$ cat src/design/sapc_regs.svh
// constants for the sampling converter control logic
// assumes a 50 MHz system clock
`ifndef SAPC_REGS_SVH
`define SAPC_REGS_SVH
`define SAPC_CLK_NS       20
`define SAPC_CONV_MAX_NS  2700
`define SAPC_CONV_CYC     ((`SAPC_CONV_MAX_NS) / (`SAPC_CLK_NS))
`define SAPC_CNT_W        7
`define SAPC_RES_W        12
`define SAPC_MSB          11
`define SAPC_HI_LO        8
`define SAPC_STEP_CYC     8
`endif

$ cat src/design/sapc_pkg.sv
// types for the sampling converter control logic
// assumes sapc_regs.svh constants
`include "sapc_regs.svh"
package sapc_pkg;
  typedef logic [`SAPC_RES_W-1:0] sapc_word_type;
  typedef enum logic [1:0] {
    SAPC_IDLE = 2'b00,
    SAPC_CONV = 2'b01,
    SAPC_LOAD = 2'b10
  } sapc_state_type;
endpackage

$ cat src/design/sapc_sar_if.sv
// carrier between control and approximation register
// assumes a single clock domain
`timescale 1ns/1ps
`default_nettype none
interface sapc_sar_if;
  import sapc_pkg::*;
  logic          clear;
  logic          step;
  logic          cmp_hi;
  sapc_word_type word;
  logic          done;
  modport ctl (output clear, output step, output cmp_hi,
               input word, input done);
  modport sar (input clear, input step, input cmp_hi,
               output word, output done);
endinterface
`default_nettype wire

$ cat src/design/sapc_sar.sv
// successive approximation register, one bit per step
// assumes clear before the first step of a conversion
`timescale 1ns/1ps
`default_nettype none
`include "sapc_regs.svh"
module sapc_sar (
  // clock and reset
  input wire logic clk,
  input wire logic srst,
  // control side
  sapc_sar_if.sar  sif
);
  import sapc_pkg::*;
  sapc_word_type    word_q;
  logic [3:0]       bit_q;
  logic             done_q;

  // msb first trial and decision
  always_ff @(posedge clk) begin
    if (srst || sif.clear) begin
      word_q <= {1'b1, {(`SAPC_RES_W-1){1'b0}}};
      bit_q  <= 4'(`SAPC_MSB);
      done_q <= 1'b0;
    end else if (sif.step && !done_q) begin
      word_q[bit_q] <= sif.cmp_hi;
      if (bit_q != 4'h0) begin
        word_q[bit_q - 4'h1] <= 1'b1;
        bit_q <= bit_q - 4'h1;
      end else begin
        done_q <= 1'b1;
      end
    end
  end
  assign sif.word = word_q;
  assign sif.done = done_q;

  chk_sar_msb_first: assert property (@(posedge clk) disable iff (srst)
    sif.clear |=> word_q == 12'h800)
    else $error("trial word not msb after clear");
endmodule
`default_nettype wire

$ cat src/design/sapc_ctl.sv
// control and output logic of a 12-bit sampling converter
// assumes host strobes synchronous to clk; comparator decision on cmp_hi
`timescale 1ns/1ps
`default_nettype none
`include "sapc_regs.svh"
module sapc_ctl (
  // clock and reset
  input  wire logic             clk,
  input  wire logic             srst,
  // host strobes
  input  wire logic             chip_sel_n,
  input  wire logic             read_n,
  input  wire logic             high_byte_select,
  // comparator decision from analog front end
  input  wire logic             cmp_hi,
  // converter status
  output logic                  busy_n,
  output logic                  acquire,
  // three-state data pins, enable low while driving
  output logic [7:0]            upper_data_pins_o,
  output logic [7:0]            upper_data_pins_oe_n,
  output logic [3:0]            shared_low_data_pins_o,
  output logic [3:0]            shared_low_data_pins_oe_n,
  // latched result for reference
  output sapc_pkg::sapc_word_type result_bits
);
  import sapc_pkg::*;

  sapc_sar_if sif ();
  sapc_sar u_sar (
    .clk  (clk),
    .srst (srst),
    .sif  (sif)
  );

  sapc_state_type      state_q;
  logic [2:0]          div_q;
  logic [`SAPC_CNT_W-1:0] conv_cnt_q;
  sapc_word_type       latch_q;
  logic                read_q;
  logic                start;
  logic                rd_en;
  logic                step_en;
  logic [`SAPC_RES_W-1:0] pins;

  // host gating
  assign rd_en = !chip_sel_n && !read_n;
  assign start = rd_en && !high_byte_select
                 && !read_q && state_q == SAPC_IDLE;

  always_ff @(posedge clk) begin
    if (srst) begin
      read_q <= 1'b0;
    end else begin
      read_q <= rd_en;
    end
  end

  // sequencer
  always_ff @(posedge clk) begin
    if (srst) begin
      state_q <= SAPC_IDLE;
    end else begin
      case (state_q)
        SAPC_IDLE: begin
          if (start) begin
            state_q <= SAPC_CONV;
          end
        end
        SAPC_CONV: begin
          if (sif.done) begin
            state_q <= SAPC_LOAD;
          end
        end
        SAPC_LOAD: begin
          state_q <= SAPC_IDLE;
        end
        default: begin
          state_q <= SAPC_IDLE;
        end
      endcase
    end
  end

  // internal bit clock divider, synchronised to each start
  always_ff @(posedge clk) begin
    if (srst || start) begin
      div_q <= 3'h0;
    end else if (state_q == SAPC_CONV) begin
      div_q <= div_q + 3'h1;
    end
  end
  assign step_en = (state_q == SAPC_CONV)
                   && div_q == 3'(`SAPC_STEP_CYC - 1);

  assign sif.clear  = start;
  assign sif.step   = step_en;
  assign sif.cmp_hi = cmp_hi;

  // output latches
  always_ff @(posedge clk) begin
    if (srst) begin
      latch_q <= 12'h000;
    end else if (state_q == SAPC_LOAD) begin
      latch_q <= sif.word;
    end
  end

  // conversion length monitor
  always_ff @(posedge clk) begin
    if (srst || state_q == SAPC_IDLE) begin
      conv_cnt_q <= '0;
    end else begin
      conv_cnt_q <= conv_cnt_q + 7'h01;
    end
  end

  // busy low from start through latch load
  assign busy_n  = state_q == SAPC_IDLE;
  assign acquire = busy_n;

  // byte steering
  assign pins = high_byte_select ?
    {latch_q[11:8], 4'h0, latch_q[11:8]} :
    latch_q;

  always_ff @(posedge clk) begin
    if (srst) begin
      upper_data_pins_o      <= 8'h00;
      shared_low_data_pins_o <= 4'h0;
    end else begin
      upper_data_pins_o      <= pins[11:4];
      shared_low_data_pins_o <= pins[3:0];
    end
  end

  // output enables, low while driving
  assign upper_data_pins_oe_n      = {8{!rd_en}};
  assign shared_low_data_pins_oe_n = {4{!rd_en}};
  assign result_bits = latch_q;

  // checks
  chk_start_gate: assert property (@(posedge clk) disable iff (srst)
    (state_q == SAPC_IDLE && high_byte_select) |=> state_q != SAPC_CONV)
    else $error("conversion started with byte select high");
  chk_desel_ign: assert property (@(posedge clk) disable iff (srst)
    chip_sel_n |-> (upper_data_pins_oe_n == 8'hFF && !start))
    else $error("strobes seen while deselected");
  chk_start_run: assert property (@(posedge clk) disable iff (srst)
    start |=> state_q == SAPC_CONV && !busy_n)
    else $error("start did not begin conversion");
  chk_drive_en: assert property (@(posedge clk) disable iff (srst)
    (!chip_sel_n && !read_n) |-> shared_low_data_pins_oe_n == 4'h0)
    else $error("data not driven during read");
  chk_busy_hold: assert property (@(posedge clk) disable iff (srst)
    $fell(busy_n) |-> !busy_n[*8])
    else $error("busy released early");
  chk_no_restart: assert property (@(posedge clk) disable iff (srst)
    state_q == SAPC_CONV |-> !sif.clear)
    else $error("running conversion restarted");
  chk_conv_bound: assert property (@(posedge clk) disable iff (srst)
    {1'b0, conv_cnt_q} <= 8'(`SAPC_CONV_CYC))
    else $error("conversion too long");
  chk_acq_busy: assert property (@(posedge clk) disable iff (srst)
    acquire == busy_n)
    else $error("acquire differs from busy");
  chk_oe_both: assert property (@(posedge clk) disable iff (srst)
    upper_data_pins_oe_n == {8{shared_low_data_pins_oe_n[0]}})
    else $error("data pin enables disagree");
  chk_latch_busy: assert property (@(posedge clk) disable iff (srst)
    $rose(busy_n) |-> latch_q == $past(sif.word))
    else $error("busy rose before latch held result");
  chk_byte_high: assert property (@(posedge clk) disable iff (srst)
    high_byte_select |=> upper_data_pins_o[3:0] == 4'h0
      || $changed(latch_q))
    else $error("middle nibble not low in high byte");
  chk_full_word: assert property (@(posedge clk) disable iff (srst)
    (!high_byte_select && $stable(latch_q)) |=>
      {upper_data_pins_o, shared_low_data_pins_o} == $past(latch_q))
    else $error("full word misplaced");

  cov_conv: cover property (@(posedge clk) disable iff (srst)
    $rose(busy_n));
  cov_hbyte: cover property (@(posedge clk) disable iff (srst)
    rd_en && high_byte_select);
  cov_blocked: cover property (@(posedge clk) disable iff (srst)
    rd_en && state_q == SAPC_CONV);
  cov_full_read: cover property (@(posedge clk) disable iff (srst)
    rd_en && !high_byte_select && state_q == SAPC_IDLE);
endmodule
`default_nettype wire

$ cat config.mk
export PLATFORM = sky130hd
export DESIGN_NAME = sapc_ctl
export DESIGN_NICKNAME = d
export VERILOG_FILES = /design/src/design/sapc_pkg.sv /design/src/design/sapc_sar_if.sv /design/src/design/sapc_sar.sv /design/src/design/sapc_ctl.sv
export VERILOG_INCLUDE_DIRS = /design/src /design/src/design
export SDC_FILE = /design/constraint.sdc
export NUM_CORES = 1
export LEC_CHECK = 0
export BUFFER_PORTS_ARGS = -buffer_cell sky130_fd_sc_hd__buf_2
export CAP_MARGIN = 20
export CORE_MARGIN = 1.5
export CORE_UTILIZATION = 29
export CTS_CLUSTER_SIZE = 24
export DETAILED_ROUTE_END_ITERATION = 8
export PLACE_DENSITY_LB_ADDON = 0.2
export SYNTH_ARGS = -nofsm -noshare
export SYNTH_HDL_FRONTEND = slang
export SYNTH_SLANG_ARGS = --single-unit
$ cat constraint.sdc
create_clock -name clk -period 2.1 [get_ports clk]
set_input_delay 0.105 -clock clk [delete_from_list [all_inputs] [get_ports clk]]
set_output_delay 0.105 -clock clk [all_outputs]
set_load 0.02 [all_outputs]
After elaboration in Yosys (flattened, before gate mapping)
Cells that the tools add are included.
{"block": "classes", "addsub": 2, "order_cmp": 4, "n_eq_ne": 5, "mux": 10, "bitwise_logic": 2, "n_reduce_logical": 21}
{"operator": "$bwmux 12", "n": 1}
{"operator": "$mux 12", "n": 1}
{"operator": "$or 12x12->12", "n": 1}
{"operator": "$lt 4x5->1 const B", "n": 2}
{"operator": "$demux 1 s4", "n": 2}
{"operator": "$ge 4x1->1 const B", "n": 2}
{"operator": "$logic_and 1x1->1", "n": 8}
{"operator": "$logic_not 1->1", "n": 6}
{"operator": "$reduce_and 2->1", "n": 3}
{"operator": "$mux 2", "n": 2}
{"operator": "$mux 4", "n": 1}
{"operator": "$ne 2x1->1 const B", "n": 2}
{"operator": "$pmux 2 s2", "n": 1}
{"operator": "$reduce_bool 4->1", "n": 1}
{"operator": "$sub 4x1->4 const B", "n": 1}
{"operator": "$add 3x1->3 const B", "n": 1}
{"operator": "$eq 3x3->1 const B", "n": 1}
{"operator": "$eq 2x1->1 const B", "n": 1}
{"operator": "$eq 2x2->1 const B", "n": 1}
{"operator": "$logic_not 2->1", "n": 1}
{"operator": "$mux 1", "n": 2}
{"operator": "$reduce_or 2->1", "n": 1}
{"operator": "$logic_or 1x1->1", "n": 1}
{"operator": "$not 1->1", "n": 1}
{"block": "totals", "register_bits": 47, "inputBits": 6, "wordCells": 54}

Logic depth before layout (Yosys ltp)
Gate-level depths: netlist of the first run.
{"block": "depth", "word_depth": 7, "depth_mapped": 7}

Modules after synthesis
Synthesis of the first run repeated with hierarchy kept, for this count alone.
{"block": "hier_totals", "cells_unflattened": 241, "area_unflattened_um2": 2173.3}
{"module": "sapc_ctl", "n_inst": 1, "cells_each": 126, "area_per_inst_um2": 1169.9, "seq_area_each_um2": 600.6}
{"module": "sapc_sar", "n_inst": 1, "cells_each": 115, "area_per_inst_um2": 1003.5, "seq_area_each_um2": 340.3}

Worst setup path before layout of the first run
No wires, ideal clock.
{"block": "synth_timing", "path_kind": "flip-flop to flip-flop", "from": "register u_sar.bit_q[0]", "to": "register u_sar.word_q[2], in the netlist u_sar.sif.word[2]", "t_arrival_ns": 1.541, "t_required_ns": 1.975, "setup_slack_ns": 0.433, "path_stages_with_launch": 8, "n_path_buf": 1, "cell_sequence": "dfxtp_1 inv_1 ha_1 buf_2 nor3b_1 mux2_2 a31oi_1 a31oi_1"}
{"block": "synth_via", "elab_chain_cells": 7, "elab_cells_between_ends": 15, "cone_classes": "1 x add/sub; 4 x order compare; 6 x mux; 1 x bitwise; 3 x reduce/logical"}
{"item": "start: declaration", "line_no": "sapc_sar.sv:15", "text": "logic [3:0] bit_q;"}
{"item": "start signal: assignment", "line_no": "sapc_sar.sv:22", "text": "bit_q <= 4'(`SAPC_MSB);"}
{"item": "start signal: assignment", "line_no": "sapc_sar.sv:28", "text": "bit_q <= bit_q - 4'h1;"}
{"item": "$sub 4x1->4 (tied with other cells)", "line_no": "sapc_sar.sv:27", "text": "word_q[bit_q - 4'h1] <= 1'b1;"}
{"item": "$lt 4x5->1 (implied by the code) (tied with other cells)", "line_no": "sapc_sar.sv:27"}
{"item": "$logic_and 1x1->1 (implied by the code) / $mux 1 (equally long branches)", "line_no": "sapc_sar.sv:27, sapc_sar.sv:25"}
{"item": "$mux 1 (implied by the code) / $demux 1 s4 (equally long branches)"}
{"item": "$demux 1 s4 / $bwmux 12 (equally long branches)"}
{"item": "$or 12x12->12 (no line)"}
{"item": "$mux 12 (*)", "line_no": "sapc_sar.sv:26", "text": "if (bit_q != 4'h0) begin"}
{"item": "end signal: assignment", "line_no": "sapc_sar.sv:21", "text": "word_q <= {1'b1, {(`SAPC_RES_W-1){1'b0}}};"}
{"item": "end signal: indexed assignment", "line_no": "sapc_sar.sv:25", "text": "word_q[bit_q] <= sif.cmp_hi;"}
{"item": "end: declaration", "line_no": "sapc_sar.sv:14", "text": "sapc_word_type word_q;"}
Every way passes the cells marked *; elsewhere a longest branch is shown, timed or not.
A chain may end at the register's enable or synchronous reset.

Worst setup path after layout of the first run
{"block": "layout_timing", "from": "register u_sar.bit_q[0]", "to": "register u_sar.word_q[9], in the netlist u_sar.sif.word[9]"}
Same word-level chain as after synthesis.

==> results of run 1 <==
[layer usage]
metal / routed length (µm) / global-route usage, %
met2: 1991 / 16.48
met4: 61 / 4.497
met5: 0 / 0
met1: 2429 / 15.52
met3: 206 / 2.778
[sequential cells by signal (all words and copies together) (netlist names)]
register / cells
u_sar.bit_q: 4
read_q: 1
upper_data_pins_o: 8
u_sar.sif.done: 1
shared_low_data_pins_o: 4
state_q: 2
div_q: 3
u_sar.sif.word: 12
result_bits: 12
[how the worst min path moves through the flow]
stage                          start         end  slack (ps)  cells past startpoint
after floorplan           chip_sel_n  state_q[0]         340                      3
after global placement          srst  state_q[0]         350                      2
after detailed placement        srst  state_q[0]         350                      2
after CTS                       srst  state_q[0]          20                      2
after global routing            srst  state_q[0]          50                      2
final                           srst  state_q[0]          30                      2
[metrics by stage]
step                power (W)  setup slack (ps)  utilization (%)  hold WS [ps]
floorplan           0.0009848             433.5                -         339.9
global placement    0.0009966             270.9            33.11         351.1
detailed placement  0.0009961             228.8            33.11         351.2
CTS                  0.001677             191.8            34.68         24.85
global route         0.001717             24.14            34.68         46.26
finish               0.001655             187.2            34.68         33.86
[kinds of logic after synthesis]
group | after synthesis
AOI/OAI and AO/OA | 56
xor gates and xnor gates | 2
adders and majority gates | 6
buffers and inverters | 41
DFF | 47
muxes | 11
and+or+nand+nor | 92
[power by group]
part           switching, W  leakage (nW)  total (W)  internal [W]
clock              0.000322        0.0548   0.000681      0.000359
combinational     0.0000535         0.582  0.0000777     0.0000242
sequential       0.00000257         0.379   0.000896      0.000893
[worst max-delay path, stage by stage, from the launching register on]
cell and delay, ps:
dfxtp_1 490, inv_1 110, ha_1 430, or2_2 370
o21ai_2 180, nand3_1 100, a31oi_1 170
[area by class of cell]
class / count / area, µm²
flip-flops and latches: 47 / 940.9
clock inverters: 3 / 46.29
fillers: 778 / 4788
clock buffers: 5 / 68.82
repair buffers: 52 / 282.8
inverters: 6 / 22.52
well taps: 99 / 123.9
multi-input cells: 167 / 1057
[Yosys cell counts (all sizes together) (7+ instances only)]
library cell | number | area share (%)
mux2i | 7 | 3.2
clkbuf | 7 | 1.2
a31oi | 9 | 2.5
dfxtp | 47 | 42
o21ai | 9 | 2.2
nor2b | 9 | 2.5
nand2 | 31 | 5.2
buf | 28 | 8.2
a21oi | 24 | 5.4
nor2 | 19 | 3.3
==> Implementation_results.wiki, run 1 <==
{| class="wikitable"
! Metric !! Value
|-
| Run status || completed
|-
| CTS tree || done
|-
| Maximum fanout encountered on the critical timing path || 17
|-
| Power density over cell area || 650.9 mW/mm²
|-
| Avg Synthesized Cell Area || 8.719 µm²
|-
| Share of post-route cells with drive strength above 1 || 26.07%
|-
| DPL Wire Length || 3441 µm
|-
| Leakage power || 1.016 nW
|-
| Setup repair after global routing missed its margin || false
|-
| Via count of the first global-routing pass || 1,480
|-
| Starting DRT DRC Count || 126
|-
| Number of sinks on the clock net || 47
|-
| Residual DRC count || 0
|-
| Sequential cell area fraction in the yosys report || 42.32%
|-
| H-tree lvl count || 2
|-
| Post-placement cell area || 0.002427 mm²
|-
| Input/output buffers || 43
|-
| Leading cell types in the layout, fill and taps excluded || 47 x dfxtp_1, 43 x buf_2, 31 x nand2_1
|-
| Reg-to-reg startpoint || u_sar.bit_q[0]
|-
| Total Routed Length || 4690 µm
|-
| Worst-case register-to-register setup slack || 190 ps
|-
| Starting Density || 30.33%
|-
| Gates resized, CTS repair || 0
|-
| Total Nets Final || 291
|-
| Placeable core region || 0.007331 mm²
|-
| Class of the tightest hold or removal check || in -> reg
|-
| Worst clock skew || 8.017 ps
|-
| Count of placed standard cells in the final layout, fillers left out || 379
|-
| Number of cells on the worst reg-to-reg path || 6
|-
| Post-synthesis cell area || 0.002223 mm²
|-
| Max-slew violation count || 0
|-
| Via density || 4.602
|-
| Post-Layout Inst Area || 0.002542 mm²
|-
| Area fraction in compound gates after synthesis || 16.21%
|-
| Signed area change from the synthesized netlist to the final layout || 14.35%
|-
| Clock latency at the later pin of the worst-skew pair || 300 ps
|-
| Width of the die || 90.56 µm
|-
| Ports placed on the boundary || 44
|-
| Commonest non-fill, non-tap cell in the layout || dfxtp_1
|-
| Flip-flop cell with the highest count after synthesis || dfxtp_1
|-
| Warnings, synthesis || 0
|-
| Inserted Diodes || 0
|-
| Routed wire length per instance || 12.37 µm
|-
| Routability cong. || 0.8106
|-
| Synth Area in Adders || 3.376%
|-
| Post-detailed-route count of antenna-violating nets || 0
|-
| Worst setup path startpoint || u_sar.bit_q[0]
|-
| Die Footprint || 0.008201 mm²
|-
| WS Path Type || reg -> reg
|-
| Register clock-pin slew on the reported worst setup and hold paths || 90 ps
|-
| Wire length of the first global-routing pass || 7396 µm
|-
| Xor/xnor cell area share of the yosys netlist || 0.7878%
|-
| Number of enable flip-flop cells after synthesis || 0
|-
| Total setup violations reported at the end of the flow || 0
|-
| Via Count || 1,744
|-
| Post-synthesis simple-gate area fraction || 21.72%
|-
| Clock buffer depth || 2
|-
| Share of cell area taken by muxes after synthesis || 5.177%
|-
| Worst setup path end || u_sar.sif.word[9]
|-
| Measured slew at the worst slew-check pin || 604.8 ps
|-
| Worst slew slack as a fraction of its limit || 59.68%
|-
| Leftover overflow at the end of global routing || 0
|-
| Worst supply voltage drop on vdd || 232.6 µV
|-
| Worst path arrival time || 2150 ps
|-
| Pre-antenna DRT Iters || 4
|-
| Antenna violations before repair || 0
|-
| Fmax || 0.5228 GHz
|-
| Tot GR Track Use || 11.20%
|-
| Async set-reset flop share out of synthesis || 0%
|-
| Final Hold Fails || 0
|-
| Required time at the endpoint of the critical path || 2340 ps
|-
| Num CTS Buffers || 5
|-
| Endpoint of the worst register-to-register path || u_sar.sif.word[9]
|-
| Startpoint types || register
|-
| Maximum number of pins on one net before global-route repair || 23
|-
| Endpoint class of the critical path || register
|-
| Combinational family with the most area after synthesis || simple AND/OR/NAND/NOR gates
|-
| Clk Tree Root Cell || clkbuf_8
|-
| Synth Net Count || 267
|-
| Site Rows || 31
|-
| Post-CTS setup buffer count || 0
|-
| Vertical extent of the die || 90.56 µm
|-
| Flop and latch count out of synthesis || 47
|-
| Number of maximum-capacitance constraint violations || 0
|-
| Tcrit/Tclk final || 91.09%
|-
| Synth cell types || 44
|-
| Min Tclk post-route || 1913 ps
|-
| Count of hold buffers inserted by post-cts repair || 0
|-
| Placed cell count || 371
|-
| Sum of negative setup slack || 0 ps
|-
| Post-synthesis instance total || 255
|}
Power figures use the tool's default switching activity.
==> inputs of run 2 (changes only) <==
--- a/config.mk
+++ b/config.mk
@@ -6,12 +6,12 @@
 export SDC_FILE = /design/constraint.sdc
 export NUM_CORES = 1
 export LEC_CHECK = 0
-export BUFFER_PORTS_ARGS = -buffer_cell sky130_fd_sc_hd__buf_2
 export CAP_MARGIN = 20
 export CORE_MARGIN = 1.5
 export CORE_UTILIZATION = 29
 export CTS_CLUSTER_SIZE = 24
 export DETAILED_ROUTE_END_ITERATION = 8
+export DONT_BUFFER_PORTS = 1
 export PLACE_DENSITY_LB_ADDON = 0.2
 export SYNTH_ARGS = -nofsm -noshare
 export SYNTH_HDL_FRONTEND = slang
==> Implementation_results.wiki, run 2 (synthesis gave the netlist of run 1 again) <==
{| class="wikitable"
! Metric !! Value
|-
| Leakage power || 0.8460 nW (-17%)
|-
| Global routing usage on met2 || 17.67% (+1.2 points)
|-
| Sum of negative setup slack || 0 ps (unchanged)
|-
| Worst slew slack as a fraction of its limit || 44.64% (-15 points)
|-
| Via count of the first global-routing pass || 1,552 (+4.9%)
|-
| Total setup violations reported at the end of the flow || 0 (unchanged)
|-
| Class of the tightest hold or removal check || in -> reg
|-
| Pre-antenna DRT Iters || 4 (unchanged)
|-
| Commonest non-fill, non-tap cell in the layout || dfxtp_1
|-
| Die Footprint || 0.008201 mm² (unchanged)
|-
| Worst path arrival time || 1990 ps (-160 ps)
|-
| WS Path Type || reg -> reg
|-
| Placeable core region || 0.007331 mm² (unchanged)
|-
| CTS tree || done
|-
| Endpoint class of the critical path || register
|-
| Number of maximum-capacitance constraint violations || 0 (unchanged)
|-
| CP Cell Sequence || ha_1, ha_1, nor4bb_2, buf_12, nand3_1, a221o_1
|-
| Min Tclk post-route || 1801 ps (-111.7 ps)
|-
| Register clock-pin slew on the reported worst setup and hold paths || 90 ps (about the same)
|-
| Worst-case register-to-register setup slack || 300 ps (+110 ps)
|-
| Routability cong. || 0.7810 (-3.7%)
|-
| Clock latency at the later pin of the worst-skew pair || 300 ps (about the same)
|-
| Num CTS Buffers || 5 (unchanged)
|-
| Tcrit/Tclk final || 85.77% (-5.3 points)
|-
| Met1 Track Usage GR || 15.20% (-0.32 points)
|-
| Run status || completed
|-
| Peak-usage layer in the global routing report || met2
|-
| DPL Wire Length || 3259 µm (-5.3%)
|-
| Maximum number of pins on one net before global-route repair || 24 (+4.3%)
|-
| Met3 Track Usage GR || 4.293% (+1.5 points)
|-
| Total Routed Length || 4665 µm (-0.53%)
|-
| Antenna violations before repair || 1 (+1)
|-
| Via density || 4.724 (+2.7%)
|-
| Starting Density || 30.33% (unchanged)
|-
| Worst supply voltage drop on vdd || 241.7 µV (+3.9%)
|-
| Clock buffer depth || 2 (unchanged)
|-
| CP Buf/Inv Count || 1 (unchanged)
|-
| Fmax || 0.5552 GHz (+6.2%)
|-
| Via Count || 1,606 (-7.9%)
|-
| Maximum fanout encountered on the critical timing path || 17 (unchanged)
|-
| Total Nets Final || 252 (-13%)
|-
| Measured slew at the worst slew-check pin || 827.7 ps (+222.9 ps)
|-
| Inserted Diodes || 0 (unchanged)
|-
| Post-detailed-route count of antenna-violating nets || 0 (unchanged)
|-
| Worst clock skew || 5.030 ps (-2.987 ps)
|-
| Ports placed on the boundary || 44 (unchanged)
|-
| Routed wire length per instance || 13.72 µm (+11%)
|-
| Residual DRC count || 0 (unchanged)
|-
| Input/output buffers || 0 (-100%)
|-
| Power density over cell area || 725.8 mW/mm² (+12%)
|-
| Max-slew violation count || 0 (unchanged)
|-
| Tot GR Track Use || 11.78% (+0.58 points)
|-
| Setup repair after global routing missed its margin || false
|-
| Most repeated library cell on the critical path || ha_1
|-
| Leading cell types in the layout, fill and taps excluded || 47 x dfxtp_1, 31 x nand2_1, 24 x a21oi_1
|-
| Total chip power || 0.001738 W (+5.0%)
|-
| Starting DRT DRC Count || 66 (-48%)
|-
| Clk Tree Root Cell || clkbuf_8
|-
| Leftover overflow at the end of global routing || 0 (unchanged)
|-
| H-tree lvl count || 2 (unchanged)
|-
| Required time at the endpoint of the critical path || 2290 ps (-50 ps)
|-
| Width of the die || 90.56 µm (unchanged)
|-
| Number of sinks on the clock net || 47 (unchanged)
|-
| Signed area change from the synthesized netlist to the final layout || 7.710%
|-
| Startpoint types || register
|-
| Peak per-stage delay on the critical path || 390 ps (-100 ps)
|-
| Final Hold Fails || 0 (unchanged)
|-
| Share of post-route cells with drive strength above 1 || 13.69% (-12 points)
|-
| Top cell family by delay on the critical path || simple AND/OR/NAND/NOR gates
|-
| Vertical extent of the die || 90.56 µm (unchanged)
|-
| Layout filler cell count || 757 (-2.7%)
|-
| Site Rows || 31 (unchanged)
|-
| Wire length of the first global-routing pass || 7810 µm (+5.6%)
|-
| Master of the slowest instance on the critical path || nor4bb_2
|}
## run 2: through the flow
| step | worst slack (ps) | hold WS (ps) | util, % | area, µm² | cells |
|---|---|---|---|---|---|
| after floorplan | 433.5 | 339.9 | - | 2223 | 255 |
| after global placement | 245.7 | 177.6 | 30.55 | 2240 | 330 |
| after detailed placement | 216.6 | 178.9 | 30.55 | 2240 | 330 |
| after CTS | 187.4 | 24.99 | 32.63 | 2392 | 340 |
| after global routing | 151.3 | 27.63 | 32.67 | 2395 | 340 |
| final | 298.9 | 32.08 | 32.67 | 2395 | 340 |
## run 2: worst reg2reg max path: cells and delay by family (launching register included)
kind,cells,cell delay [ps]
AOI/OAI and AO/OA,1,360
DFF,1,360
and+or+nand+nor,2,480
adders and majority gates,2,300
buffers and inverters,1,190
## run 2: what timing repair did
item,4_1_cts,5_1_grt
hold buffers,2,0
resized for setup,0,1
setup buffers,0,0
endpoints found under the hold margin,23,0
endpoints found under the setup margin,0,1
## run 2: layout make-up
type,instances,area [µm²],area share (%)
clock buffer,6,72.57,3.030
sequential,47,940.9,39.29
multi-input combinational,167,1060,44.25
timing repair buffer,13,115.1,4.807
tap,99,123.9,5.172
inverter,6,22.52,0.9404
clock inverter,2,60.06,2.508
## run 2: final timing paths
path | start | end | depth (start not counted)
max reg2reg | div_q[0] | u_sar.sif.word[11] | 6
min reg2reg | u_sar.sif.word[11] | result_bits[11] | 2
min | srst | upper_data_pins_o[3] | 2
max | div_q[0] | u_sar.sif.word[11] | 6
## run 2: power by group
part	switching, W	internal [W]
registers	0.00000249	0.000893
logic	0.0000479	0.0000171
clock network	0.000301	0.000476
total	0.000352	0.00139
## run 2: layer usage
layer / routed length [µm] / share of wire (%)
met5: 0 / 0
met4: 80 / 1.7
met3: 285 / 6.1
met2: 1970 / 42
met1: 2329 / 50
